--- config.mk ---
export PLATFORM = sky130hd
export DESIGN_NAME = lgr_front_end
export DESIGN_NICKNAME = d
export VERILOG_FILES = /design/src/hw/lgr_pkg.sv /design/src/hw/lgr_crc8.sv /design/src/hw/lgr_front_end.sv
export SDC_FILE = /design/constraint.sdc
export NUM_CORES = 1
export LEC_CHECK = 0
export ABC_AREA = 1
export BUFFER_PORTS_ARGS = -buffer_cell sky130_fd_sc_hd__buf_4
export CAP_MARGIN = 40
export CORE_MARGIN = 10
export CORE_UTILIZATION = 63
export CTS_CLUSTER_SIZE = 20
export DETAILED_ROUTE_END_ITERATION = 10
export PLACE_DENSITY = 0.93
export SETUP_SLACK_MARGIN = 0.02
export SYNTH_ARGS = -nofsm -noshare
export SYNTH_HDL_FRONTEND = slang
export SYNTH_SLANG_ARGS = --single-unit
--- constraint.sdc ---
create_clock -name clk_in -period 2.95 [get_ports clk_in]
set_input_delay 0.59 -clock clk_in [delete_from_list [all_inputs] [get_ports clk_in]]
set_output_delay 0.59 -clock clk_in [all_outputs]
set_load 0.005 [all_outputs]
--- src/hw/lgr_pkg.sv ---
// shared constants for the single-wire logger front end
package lgr_pkg;
	// --------------------------------------------------------------
	// clock and counter widths
	// --------------------------------------------------------------
	localparam int CLK_NS = 10;
	localparam int LOW_W = 17;
	localparam int DLY_W = 28;
	localparam int NS_PER_MS = 1000000;

	// --------------------------------------------------------------
	// slot timing in ns, command delays in ms
	// --------------------------------------------------------------
	localparam int T_RST_STD_NS = 480000;
	localparam int T_RST_OD_NS = 48000;
	// decision point between one_bit_low_time max and zero_bit_low_time min
	localparam int T_SAMPLE_STD_NS = 30000;
	localparam int T_SAMPLE_OD_NS = 3000;
	// zero hold outlasts the master_read_sample_time limit
	localparam int T_HOLD_STD_NS = 30000;
	localparam int T_HOLD_OD_NS = 3000;
	localparam int T_PWAIT_STD_NS = 30000;
	localparam int T_PWAIT_OD_NS = 3000;
	localparam int T_PLOW_STD_NS = 120000;
	localparam int T_PLOW_OD_NS = 12000;
	localparam int T_LOG_CLEAR_MS = 1500;
	localparam int T_CLOCK_START_MS = 500;

	// --------------------------------------------------------------
	// cycle counts: slot times round up, ms delays convert exactly
	// --------------------------------------------------------------
	localparam int RST_STD_CYC = (T_RST_STD_NS + CLK_NS - 1) / CLK_NS;
	localparam int RST_OD_CYC = (T_RST_OD_NS + CLK_NS - 1) / CLK_NS;
	localparam int SAMPLE_STD_CYC = (T_SAMPLE_STD_NS + CLK_NS - 1) / CLK_NS;
	localparam int SAMPLE_OD_CYC = (T_SAMPLE_OD_NS + CLK_NS - 1) / CLK_NS;
	localparam int HOLD_STD_CYC = (T_HOLD_STD_NS + CLK_NS - 1) / CLK_NS;
	localparam int HOLD_OD_CYC = (T_HOLD_OD_NS + CLK_NS - 1) / CLK_NS;
	localparam int PWAIT_STD_CYC = (T_PWAIT_STD_NS + CLK_NS - 1) / CLK_NS;
	localparam int PWAIT_OD_CYC = (T_PWAIT_OD_NS + CLK_NS - 1) / CLK_NS;
	localparam int PLOW_STD_CYC = (T_PLOW_STD_NS + CLK_NS - 1) / CLK_NS;
	localparam int PLOW_OD_CYC = (T_PLOW_OD_NS + CLK_NS - 1) / CLK_NS;
	localparam int LOG_CLEAR_CYC = T_LOG_CLEAR_MS * (NS_PER_MS / CLK_NS);
	localparam int CLOCK_START_CYC = T_CLOCK_START_MS * (NS_PER_MS / CLK_NS);

	// --------------------------------------------------------------
	// linear address space
	// --------------------------------------------------------------
	localparam int ADDR_W = 17;
	localparam int ADDR_BITS = 24;
	localparam int SCRATCH_BITS = 256;
	localparam logic [ADDR_W-1:0] GP_END = 17'h001ff;
	localparam logic [ADDR_W-1:0] REG_BASE = 17'h00200;
	localparam logic [ADDR_W-1:0] REG_END = 17'h0023f;
	localparam logic [ADDR_W-1:0] RO_BASE = 17'h00220;
	localparam logic [ADDR_W-1:0] RO_END = 17'h0022f;
	localparam logic [ADDR_W-1:0] PW_BASE = 17'h00230;
	localparam logic [ADDR_W-1:0] PW_END = 17'h0023f;
	localparam logic [ADDR_W-1:0] LOG_BASE = 17'h01000;
	localparam logic [ADDR_W-1:0] LOG_END = 17'h1f9ff;
	localparam logic [7:0] PW_READ_VAL = 8'h00;

	// --------------------------------------------------------------
	// command codes and result bytes
	// --------------------------------------------------------------
	localparam logic [7:0] ROM_READ = 8'h33;
	localparam logic [7:0] ROM_MATCH = 8'h55;
	localparam logic [7:0] ROM_SEARCH = 8'hf0;
	localparam logic [7:0] ROM_COND = 8'hec;
	localparam logic [7:0] ROM_SKIP = 8'hcc;
	localparam logic [7:0] ROM_OD_SKIP = 8'h3c;
	localparam logic [7:0] ROM_OD_MATCH = 8'h69;
	localparam logic [7:0] ROM_RESUME = 8'ha5;
	localparam logic [7:0] FN_WRITE = 8'h0f;
	localparam logic [7:0] FN_READ = 8'hf0;
	localparam logic [7:0] FN_LOG_CLEAR = 8'h96;
	localparam logic [7:0] FN_CLOCK_START = 8'h99;
	localparam logic [7:0] RES_BUSY = 8'hff;
	localparam logic [7:0] RES_OK = 8'haa;
endpackage

--- src/hw/lgr_crc8.sv ---
// check byte over the low 56 bits of the identification code
`timescale 1ns/100ps
module lgr_crc8 (
	input wire logic [55:0] data_in,
	output logic [7:0] crc_out
);
	// --------------------------------------------------------------
	// x^8 + x^5 + x^4 + 1, shifted in lsb first from zero
	// --------------------------------------------------------------
	always_comb
	begin
		logic [7:0] c;
		logic fb;
		c = 8'h00;
		fb = 1'b0;
		for (int i = 0; i < 56; i++)
		begin
			fb = c[0] ^ data_in[i];
			c = {1'b0, c[7:1]};
			if (fb)
			begin
				c = c ^ 8'h8c;
			end
		end
		crc_out = c;
	end
endmodule

--- src/hw/lgr_front_end.sv ---
// single-wire slot engine, network selection and memory command front end
//
// Contract
// master writes a one with a short low pulse, 5 to 15 us, or 0.25 to 2 us.
// master writes a zero holding low 60 to 120 us, or 6 to 16 us.
// master samples a read slot within 15 us, or 2 us, of its falling edge.
// log clear finishes within 1500 ms; result shows busy until then.
// first clock start out of the clear state adds up to 500 ms.
// storage holds scratchpad, general memory, two register pages and the data log.
// everything but the id code and scratchpad sits in one linear address space.
// data log, counters and some registers refuse master writes.
// register pages refuse writes while a mission is programmed.
// two passwords are write only; reads never return them.
// after reset the master first sends one of eight selection commands.
// an overdrive selection byte at standard speed switches to overdrive timing.
// memory and control commands are taken only after successful selection.
// every byte on the wire moves least significant bit first.
// id code is family byte, 48-bit serial and check byte over 56 bits.
// device starts in the clear state and returns to it after a log clear.
// a standard-length reset pulse while in overdrive restores standard speed.
// the line is left alone unless selection has addressed the device; the code still drives presence pulses and ROM read and search replies.
`timescale 1ns/100ps
module lgr_front_end
	import lgr_pkg::*;
#(
	parameter int RST_STD = RST_STD_CYC,
	parameter int RST_OD = RST_OD_CYC,
	parameter int PLOW_STD = PLOW_STD_CYC,
	parameter int LOG_CLEAR = LOG_CLEAR_CYC,
	parameter int CLOCK_START = CLOCK_START_CYC,
	parameter logic [7:0] FAMILY = 8'h5a, // arbitrary value
	parameter logic [47:0] SERIAL = 48'h0000_0000_0001 // arbitrary value
)(
	input wire logic clk_in,
	input wire logic rst_n_in,
	input wire logic io_in,
	output logic io_out,
	output logic io_oe_out,
	input wire logic mission_in,
	input wire logic alarm_in,
	input wire logic [7:0] mem_rdata_in,
	output logic [ADDR_W-1:0] mem_addr_out,
	output logic mem_we_out,
	output logic [7:0] mem_wdata_out,
	output logic overdrive_out,
	output logic selected_out,
	output logic busy_out,
	output logic clear_state_out,
	output logic clock_run_out
);
	// --------------------------------------------------------------
	// parameter checks
	// --------------------------------------------------------------
	if (RST_OD >= RST_STD || RST_STD >= (1 << LOW_W) || PLOW_STD >= (1 << LOW_W))
	begin : g_bad_slot
		$error("slot counts do not fit the low counter");
	end
	if (LOG_CLEAR < 1 || CLOCK_START < 1 || LOG_CLEAR >= (1 << DLY_W) || CLOCK_START >= (1 << DLY_W))
	begin : g_bad_dly
		$error("delay counts do not fit the delay counter");
	end

	typedef enum logic [1:0] {SL_IDLE, SL_LOW, SL_PWAIT, SL_PLOW} lgr_slot_t;
	typedef enum logic [3:0] {P_IDLE, P_ROMCMD, P_ROMREAD, P_MATCH, P_SEARCH, P_FUNC, P_ADDR, P_WRITE, P_READ,
		P_RESULT} lgr_proto_t;
	typedef enum logic [1:0] {PD_NONE, PD_CLEAR, PD_CLOCK} lgr_pend_t;

	function automatic logic in_rng(input logic [ADDR_W-1:0] a, input logic [ADDR_W-1:0] lo,
		input logic [ADDR_W-1:0] hi);
		in_rng = (a >= lo) && (a <= hi);
	endfunction

	function automatic logic wr_ok(input logic [ADDR_W-1:0] a, input logic mission);
		wr_ok = (a <= GP_END) || (in_rng(a, REG_BASE, REG_END) && !mission && !in_rng(a, RO_BASE, RO_END));
	endfunction

	// --------------------------------------------------------------
	// identification code
	// --------------------------------------------------------------
	logic [7:0] rom_crc;
	logic [63:0] rom;
	lgr_crc8 u_crc (
		.data_in({SERIAL, FAMILY}),
		.crc_out(rom_crc)
	);
	assign rom = {rom_crc, SERIAL, FAMILY};

	// --------------------------------------------------------------
	// slot engine
	// --------------------------------------------------------------
	logic io_meta, io_sync, io_prev;
	lgr_slot_t slot, next_slot;
	logic [LOW_W-1:0] low_cnt, next_low_cnt;
	logic drv, next_drv, next_oe;
	logic bit_evt, next_bit_evt, bit_val, next_bit_val;
	logic rst_evt, next_rst_evt, rst_long, next_rst_long;
	logic od, tx_en, tx_bit;
	logic [LOW_W-1:0] th_rst, th_sample, th_hold, th_pwait, th_plow;

	assign th_rst = od ? LOW_W'(RST_OD) : LOW_W'(RST_STD);
	assign th_sample = od ? LOW_W'(SAMPLE_OD_CYC) : LOW_W'(SAMPLE_STD_CYC);
	assign th_hold = od ? LOW_W'(HOLD_OD_CYC) : LOW_W'(HOLD_STD_CYC);
	assign th_pwait = od ? LOW_W'(PWAIT_OD_CYC) : LOW_W'(PWAIT_STD_CYC);
	assign th_plow = od ? LOW_W'(PLOW_OD_CYC) : LOW_W'(PLOW_STD);

	always_comb
	begin
		next_slot = slot;
		next_low_cnt = low_cnt;
		next_drv = drv;
		next_oe = 1'b0;
		next_bit_evt = 1'b0;
		next_bit_val = bit_val;
		next_rst_evt = 1'b0;
		next_rst_long = rst_long;
		unique case (slot)
			SL_IDLE:
				if (io_prev && !io_sync)
				begin
					next_slot = SL_LOW;
					next_low_cnt = LOW_W'(1);
					next_drv = tx_en && !tx_bit;
					next_oe = next_drv;
				end
			SL_LOW:
			begin
				if (low_cnt != '1)
				begin
					next_low_cnt = low_cnt + LOW_W'(1);
				end
				next_oe = drv && (low_cnt < th_hold);
				if (io_sync)
				begin
					next_slot = SL_IDLE;
					next_oe = 1'b0;
					if (low_cnt >= th_rst)
					begin
						next_rst_evt = 1'b1;
						next_rst_long = low_cnt >= LOW_W'(RST_STD);
						next_slot = SL_PWAIT;
						next_low_cnt = '0;
					end
					else
					begin
						// short pulse reads as one, long as zero
						next_bit_evt = 1'b1;
						next_bit_val = low_cnt < th_sample;
					end
				end
			end
			SL_PWAIT:
			begin
				next_low_cnt = low_cnt + LOW_W'(1);
				if (low_cnt >= th_pwait)
				begin
					next_slot = SL_PLOW;
					next_low_cnt = '0;
					next_oe = 1'b1;
				end
			end
			SL_PLOW:
			begin
				next_low_cnt = low_cnt + LOW_W'(1);
				next_oe = low_cnt < th_plow;
				if (low_cnt >= th_plow)
				begin
					next_slot = SL_IDLE;
				end
			end
		endcase
	end

	always_ff @(posedge clk_in)
	begin
		if (!rst_n_in)
		begin
			io_meta <= 1'b1;
			io_sync <= 1'b1;
			io_prev <= 1'b1;
			slot <= SL_IDLE;
			low_cnt <= '0;
			drv <= 1'b0;
			io_oe_out <= 1'b0;
			io_out <= 1'b0;
			bit_evt <= 1'b0;
			bit_val <= 1'b0;
			rst_evt <= 1'b0;
			rst_long <= 1'b0;
		end
		else
		begin
			io_meta <= io_in;
			io_sync <= io_meta;
			io_prev <= io_sync;
			slot <= next_slot;
			low_cnt <= next_low_cnt;
			drv <= next_drv;
			io_oe_out <= next_oe;
			io_out <= 1'b0;
			bit_evt <= next_bit_evt;
			bit_val <= next_bit_val;
			rst_evt <= next_rst_evt;
			rst_long <= next_rst_long;
		end
	end

	// --------------------------------------------------------------
	// protocol layer
	// --------------------------------------------------------------
	lgr_proto_t pst, next_pst;
	lgr_pend_t pend, next_pend;
	logic [5:0] bcnt, next_bcnt;
	logic [1:0] phase, next_phase;
	logic [7:0] shreg, next_shreg, txbyte, next_txbyte, sh_in, next_wdata;
	logic [ADDR_BITS-1:0] addr, next_addr;
	logic [DLY_W-1:0] dly_cnt, next_dly_cnt;
	logic rd_mode, next_rd_mode, selected, next_selected, resume_ok, next_resume_ok, next_od;
	logic load_pend, next_load_pend, next_we, next_clear_state, next_clock_run, byte_done;

	assign sh_in = {bit_val, shreg[7:1]};
	assign byte_done = bcnt[2:0] == 3'h7;
	assign mem_addr_out = addr[ADDR_W-1:0];

	always_comb
	begin
		tx_en = 1'b0;
		tx_bit = 1'b1;
		unique case (pst)
			P_ROMREAD:
			begin
				tx_en = 1'b1;
				tx_bit = rom[bcnt];
			end
			P_SEARCH:
			begin
				tx_en = phase != 2'h2;
				tx_bit = rom[bcnt] ^ phase[0];
			end
			P_READ, P_RESULT:
			begin
				tx_en = selected;
				tx_bit = txbyte[bcnt[2:0]];
			end
			P_IDLE, P_ROMCMD, P_MATCH, P_FUNC, P_ADDR, P_WRITE: ;
		endcase
	end

	always_comb
	begin
		next_pst = pst;
		next_pend = pend;
		next_bcnt = bcnt;
		next_phase = phase;
		next_shreg = shreg;
		next_txbyte = txbyte;
		next_addr = addr;
		next_dly_cnt = dly_cnt;
		next_rd_mode = rd_mode;
		next_selected = selected;
		next_resume_ok = resume_ok;
		next_od = od;
		next_load_pend = 1'b0;
		next_we = 1'b0;
		next_wdata = mem_wdata_out;
		next_clear_state = clear_state_out;
		next_clock_run = clock_run_out;
		if (load_pend)
		begin
			// passwords never leave the device
			next_txbyte = in_rng(addr[ADDR_W-1:0], PW_BASE, PW_END) ? PW_READ_VAL : mem_rdata_in;
		end
		if (mem_we_out)
		begin
			next_addr = addr + ADDR_BITS'(1);
		end
		if (dly_cnt != '0)
		begin
			next_dly_cnt = dly_cnt - DLY_W'(1);
			if (dly_cnt == DLY_W'(1))
			begin
				next_pend = PD_NONE;
				unique case (pend)
					PD_CLEAR:
					begin
						next_clear_state = 1'b1;
						next_clock_run = 1'b0;
					end
					PD_CLOCK:
					begin
						next_clear_state = 1'b0;
						next_clock_run = 1'b1;
					end
					PD_NONE: ;
				endcase
			end
		end
		if (rst_evt)
		begin
			next_pst = P_ROMCMD;
			next_bcnt = '0;
			next_phase = '0;
			next_selected = 1'b0;
			if (rst_long)
			begin
				next_od = 1'b0;
			end
		end
		else if (bit_evt)
		begin
			next_shreg = sh_in;
			next_bcnt = bcnt + 6'h01;
			unique case (pst)
				P_IDLE: ;
				P_ROMCMD:
					if (byte_done)
					begin
						next_bcnt = '0;
						case (sh_in)
							ROM_READ: next_pst = P_ROMREAD;
							ROM_MATCH: next_pst = P_MATCH;
							ROM_SEARCH: next_pst = P_SEARCH;
							ROM_COND: next_pst = alarm_in ? P_SEARCH : P_IDLE;
							ROM_OD_MATCH:
							begin
								next_pst = P_MATCH;
								next_od = 1'b1;
							end
							ROM_SKIP, ROM_OD_SKIP:
							begin
								next_pst = P_FUNC;
								next_selected = 1'b1;
								next_resume_ok = 1'b0;
								next_od = od | (sh_in == ROM_OD_SKIP);
							end
							ROM_RESUME:
							begin
								next_pst = resume_ok ? P_FUNC : P_IDLE;
								next_selected = resume_ok;
							end
							default: next_pst = P_IDLE;
						endcase
					end
				P_ROMREAD:
					if (bcnt == 6'h3f)
					begin
						next_pst = P_FUNC;
						next_selected = 1'b1;
					end
				P_MATCH:
					if (bit_val != rom[bcnt])
					begin
						next_pst = P_IDLE;
					end
					else if (bcnt == 6'h3f)
					begin
						next_pst = P_FUNC;
						next_selected = 1'b1;
						next_resume_ok = 1'b1;
					end
				P_SEARCH:
					if (phase != 2'h2)
					begin
						next_bcnt = bcnt;
						next_phase = phase + 2'h1;
					end
					else
					begin
						next_phase = '0;
						if (bit_val != rom[bcnt])
						begin
							next_pst = P_IDLE;
						end
						else if (bcnt == 6'h3f)
						begin
							next_pst = P_FUNC;
							next_selected = 1'b1;
							next_resume_ok = 1'b1;
						end
					end
				P_FUNC:
					if (byte_done)
					begin
						// only reachable through a completed selection
						next_bcnt = '0;
						next_pst = P_RESULT;
						next_txbyte = RES_BUSY;
						case (sh_in)
							FN_WRITE, FN_READ:
							begin
								next_pst = P_ADDR;
								next_rd_mode = sh_in == FN_READ;
							end
							FN_LOG_CLEAR:
							begin
								next_dly_cnt = DLY_W'(LOG_CLEAR);
								next_pend = PD_CLEAR;
								next_clear_state = 1'b0;
								next_clock_run = 1'b0;
							end
							FN_CLOCK_START:
							begin
								next_dly_cnt = clear_state_out ? DLY_W'(CLOCK_START) : DLY_W'(1);
								next_pend = PD_CLOCK;
							end
							default: next_pst = P_IDLE;
						endcase
					end
				P_ADDR:
				begin
					if (byte_done)
					begin
						next_addr = {sh_in, addr[ADDR_BITS-1:8]};
					end
					if (bcnt == 6'(ADDR_BITS - 1))
					begin
						next_bcnt = '0;
						next_pst = rd_mode ? P_READ : P_WRITE;
						next_load_pend = rd_mode;
					end
				end
				P_WRITE:
					if (byte_done)
					begin
						next_bcnt = '0;
						next_we = wr_ok(addr[ADDR_W-1:0], mission_in);
						next_wdata = sh_in;
					end
				P_READ:
					if (byte_done)
					begin
						next_bcnt = '0;
						next_addr = addr + ADDR_BITS'(1);
						next_load_pend = 1'b1;
					end
				P_RESULT:
					if (byte_done)
					begin
						next_bcnt = '0;
						next_txbyte = (dly_cnt != '0) ? RES_BUSY : RES_OK;
					end
			endcase
		end
	end

	always_ff @(posedge clk_in)
	begin
		if (!rst_n_in)
		begin
			pst <= P_IDLE;
			pend <= PD_NONE;
			bcnt <= '0;
			phase <= '0;
			shreg <= 8'h00;
			txbyte <= 8'hff;
			addr <= '0;
			dly_cnt <= '0;
			rd_mode <= 1'b0;
			selected <= 1'b0;
			resume_ok <= 1'b0;
			od <= 1'b0;
			load_pend <= 1'b0;
			mem_we_out <= 1'b0;
			mem_wdata_out <= 8'h00;
			clear_state_out <= 1'b1;
			clock_run_out <= 1'b0;
			busy_out <= 1'b0;
			overdrive_out <= 1'b0;
			selected_out <= 1'b0;
		end
		else
		begin
			pst <= next_pst;
			pend <= next_pend;
			bcnt <= next_bcnt;
			phase <= next_phase;
			shreg <= next_shreg;
			txbyte <= next_txbyte;
			addr <= next_addr;
			dly_cnt <= next_dly_cnt;
			rd_mode <= next_rd_mode;
			selected <= next_selected;
			resume_ok <= next_resume_ok;
			od <= next_od;
			load_pend <= next_load_pend;
			mem_we_out <= next_we;
			mem_wdata_out <= next_wdata;
			clear_state_out <= next_clear_state;
			clock_run_out <= next_clock_run;
			busy_out <= next_dly_cnt != '0;
			overdrive_out <= next_od;
			selected_out <= next_selected;
		end
	end
endmodule

==> metrics.yaml <==
ios: 46
p_leak_nw: 4.79
dp_hpwl_um: 18900
dieArea_um2: 20100
critical_path_buf_inv_count: 4
fmax_ghz: 0.369
syn2layout_area_growth_pct: 10.2
ys_seq_area_share_pct: 27.3
cts_max_path_buffers: 2
path_cells: "ha_2, nand3_1, nor2_1, inv_1, nor2_4, nand2_2, nor2_2, nand3_2, nor3_2, ha_2, clkinvlp_4, buf_2, nor2_1, a21oi_1, nand2_1, nand3_1, nand2_1, inv_1"
syn_nets: 1526
crit_type: "flop to flop"
fin_skew_ps: 7.64
h-tree-depth: 4
ctsHoldBuffers: 0
p_int_mw: 4.27
drt-initial-drc-count: 1080
crit_arrival_ps: 3050
dr.pass1.iters: 6
track_usage_pct: 25.9
drv_cap: 0
peakVddDrop_uv: 530
timing.final.crit_share_pct: 92.0
numCtsBuffers: 17
min_from: "io_in"
fin_tns_setup_ps: 0
synth.distinct_cells: 56
clock_latency_ps: 430
worst_slew_pin_slew_ps: 692
grt_pass1_vias: 9404
synthFlopType: "dfxtp_1"
rows: 44
drt_wl_total_um: 26600
power_density_nw_per_um2: 719
status: "finished, final reports clean"
p_comb_share_pct: 41.5
via_per_inst: 5.90
multi_input_area_um2: 5680
ys_ff_latch: 127
syn-instance-count: 1489
r2r_start: "low_cnt[1]"
period_needed_ps: 2710
clkSlewWorstSetupHoldPaths_ps: 60
start_util_pct: 64.1
crit_path_max_incr_delay_ps: 370
switchingPower_mw: 3.10
num-nets-final: 1539
clock_sinks: 127
vias: 10000
worstRegToRegCells: 18
crit_path_max_fanout: 7
placed_area_um2: 9600
ys_warn_count: 0
regToRegEndpoint: "low_cnt[12]"
clock-root-buffer: "clkbuf_16"
cp_slowest_cell: "dfxtp_2"
hold_violations: 0
synth-edff-count: 0
die_h_um: 142
slew_viol_final: 0
io_buffer_count: 44
coreArea_um2: 14500
gr-total-overflow: 0
routedWlPerCell_um: 15.7
endpoint_kind: "flop"
insertedDiodeCount: 0
antenna_left: 0
cts_tree: "done"
grt_setup_unrepaired: "false"
switching_share_pct: 42.1
setup_viol: 0
die_x_um: 142
antenna_found_initial: 0
fillers: 1251
grt_pass1_wl_um: 44100
layout-drive-gt1-share_pct: 11.4
max_slew_margin_pct: 53.8
critPathTopFamily: "simple AND/OR/NAND/NOR gates"
syn_area_um2: 9320
pwr-share-clk_pct: 29.7
required_ps: 3280
grt_max_degree: 46
seqPwrFrac_pct: 28.9
fin_area_um2: 10300
worst-path-stages: 18
drc: 0
regArea_um2: 2540
critPathLaunch: "low_cnt[1]"
min_path_type: "primary input to flop"
synth.avg_cell_area_um2: 6.26
ys_async_sr_fraction_pct: 0
gp_congestion: 1.03
endpoint: "low_cnt[12]"
start_kind: "flop"
ff2ff_setup_slack_ps: 240
## registers in the layout, summed over array words and instances (netlist names), 2 cells and up, named ones only
signal,cells
dly_cnt,28
addr,24
low_cnt,17
mem_wdata_out,8
txbyte,8
shreg,7
bcnt,6
pst,4
pend,2
phase,2
## worst min-delay path by stage
stage	end	slack [ps]	cells after the start
after global routing	io_meta	360	2
final	io_meta	360	2
after CTS	io_meta	360	2
after global placement	io_sync	400	1
after detailed placement	io_sync	400	1
after floorplan	io_sync	390	1
## synth_stat cells (2+ instances only)
library cell / n / area (um2)
nor4_1: 12 / 75.1
o211ai_2: 3 / 37.5
nand3b_1: 4 / 30.0
nand3_2: 4 / 40.0
buf_2: 13 / 65.1
o311ai_0: 2 / 17.5
a21oi_2: 3 / 26.3
nor3_4: 3 / 48.8
o21a_1: 3 / 22.5
nor2_4: 2 / 22.5
o22ai_1: 5 / 31.3
nor2_2: 9 / 56.3
buf_4: 25 / 188
xnor2_1: 9 / 78.8
ha_1: 24 / 300
nand4_1: 29 / 181
dfxtp_1: 127 / 2540
nand2_1: 347 / 1300
nand2_4: 3 / 33.8
or2_0: 2 / 12.5
xor2_1: 33 / 289
nor2_1: 158 / 593
inv_4: 2 / 12.5
nand3_1: 134 / 671
buf_6: 2 / 22.5
nor3_2: 5 / 50.1
a211oi_1: 3 / 22.5
o211ai_1: 13 / 97.6
o21bai_1: 2 / 15.0
a21oi_1: 96 / 480
o41ai_1: 2 / 17.5
o21ai_0: 106 / 531
inv_2: 11 / 41.3
clkbuf_1: 25 / 93.8
o221ai_1: 3 / 26.3
or2_2: 8 / 50.1
o21ai_1: 6 / 30.0
clkbuf_2: 2 / 10.0
a31oi_1: 6 / 37.5
inv_1: 176 / 661
nor3_1: 37 / 185
nor2_8: 4 / 80.1
o31ai_1: 2 / 15.0
nand2_2: 12 / 75.1
## worst reg2reg max path: cells and delay by family (launching register included)
family                   cells  cell delay [ps]
buffers and inverters        4              530
adder cells (fa/ha/maj)      2              500
flip-flops                   1              370
AO/OA/AOI/OAI                1               50
AND/OR/NAND/NOR             11             1160
## logic make-up (layout without fill, tap and decap cells)
kind of cell    Yosys count  in the layout  share of synthesized area, %
flops                   127            127                          27.3
buf+inv                 259            285                          11.9
fa+ha+maj                24             24                          3.22
compound gates          261            261                          15.8
mux                       1              1                         0.107
simple gates            774            774                          37.7
xor+xnor                 42             42                          3.95
other cells               1              1                        0.0403
## layer usage
layer	vias to the layer above	GRT usage, %	share of wire, %
li1	4915	-	-
met1	4504	32.6	41
met2	511	41.2	46
met3	95	6.44	9.8
met4	0	11.2	3.3
met5	-	0	0
## metrics by stage
| stage | setup slack [ps] | utilization, % | cells | hold slack [ps] | power [mW] |
|---|---|---|---|---|---|
| 2_1_floorplan | 384 | - | 1489 | 393 | 4.41 |
| 3_3_place_gp | 425 | 66.0 | 1663 | 398 | 5.02 |
| 3_5_place_dp | 246 | 66.0 | 1663 | 404 | 5.06 |
| 4_1_cts | 178 | 70.3 | 1695 | 356 | 7.28 |
| 5_1_grt | 5.95 | 70.6 | 1699 | 360 | 7.84 |
| 6_report | 236 | 70.6 | 1699 | 363 | 7.37 |
## placed cells by master (no fill, tap or decap), drive strengths merged, types with 9 or more instances in the layout
cell      n
ha       24
or2      10
clkbuf   19
o211ai   16
nor4     12
inv     189
xnor2     9
o21ai   112
a21oi    99
dfxtp   127
xor2     33
buf      63
nand4    29
nand3   138
nor2    173
nand2   362
nor3     45
## timing repair
item	4_1_cts	5_1_grt
gates resized for setup	0	7
setup endpoints to repair	0	16
hold endpoints to repair	0	0
buffers inserted	0	4
## power groups by stage
stage	combinational (mW)	sequential (mW)	clock, mW
2_1_floorplan	2.32	2.09	0
3_3_place_gp	2.87	2.15	0
3_5_place_dp	2.90	2.15	0
4_1_cts	2.96	2.12	2.19
5_1_grt	3.43	2.15	2.27
6_report	3.06	2.13	2.19
## cell type report
class	count	share of cell area, %
clock inverters	13	1.58
inverters	190	7.03
flip-flops and latches	127	24.8
well taps	184	2.24
clock buffers	19	4.41
repair buffers	63	4.58
multi-input cells	1103	55.3
Note: power is estimated with default switching activity, not from simulation.
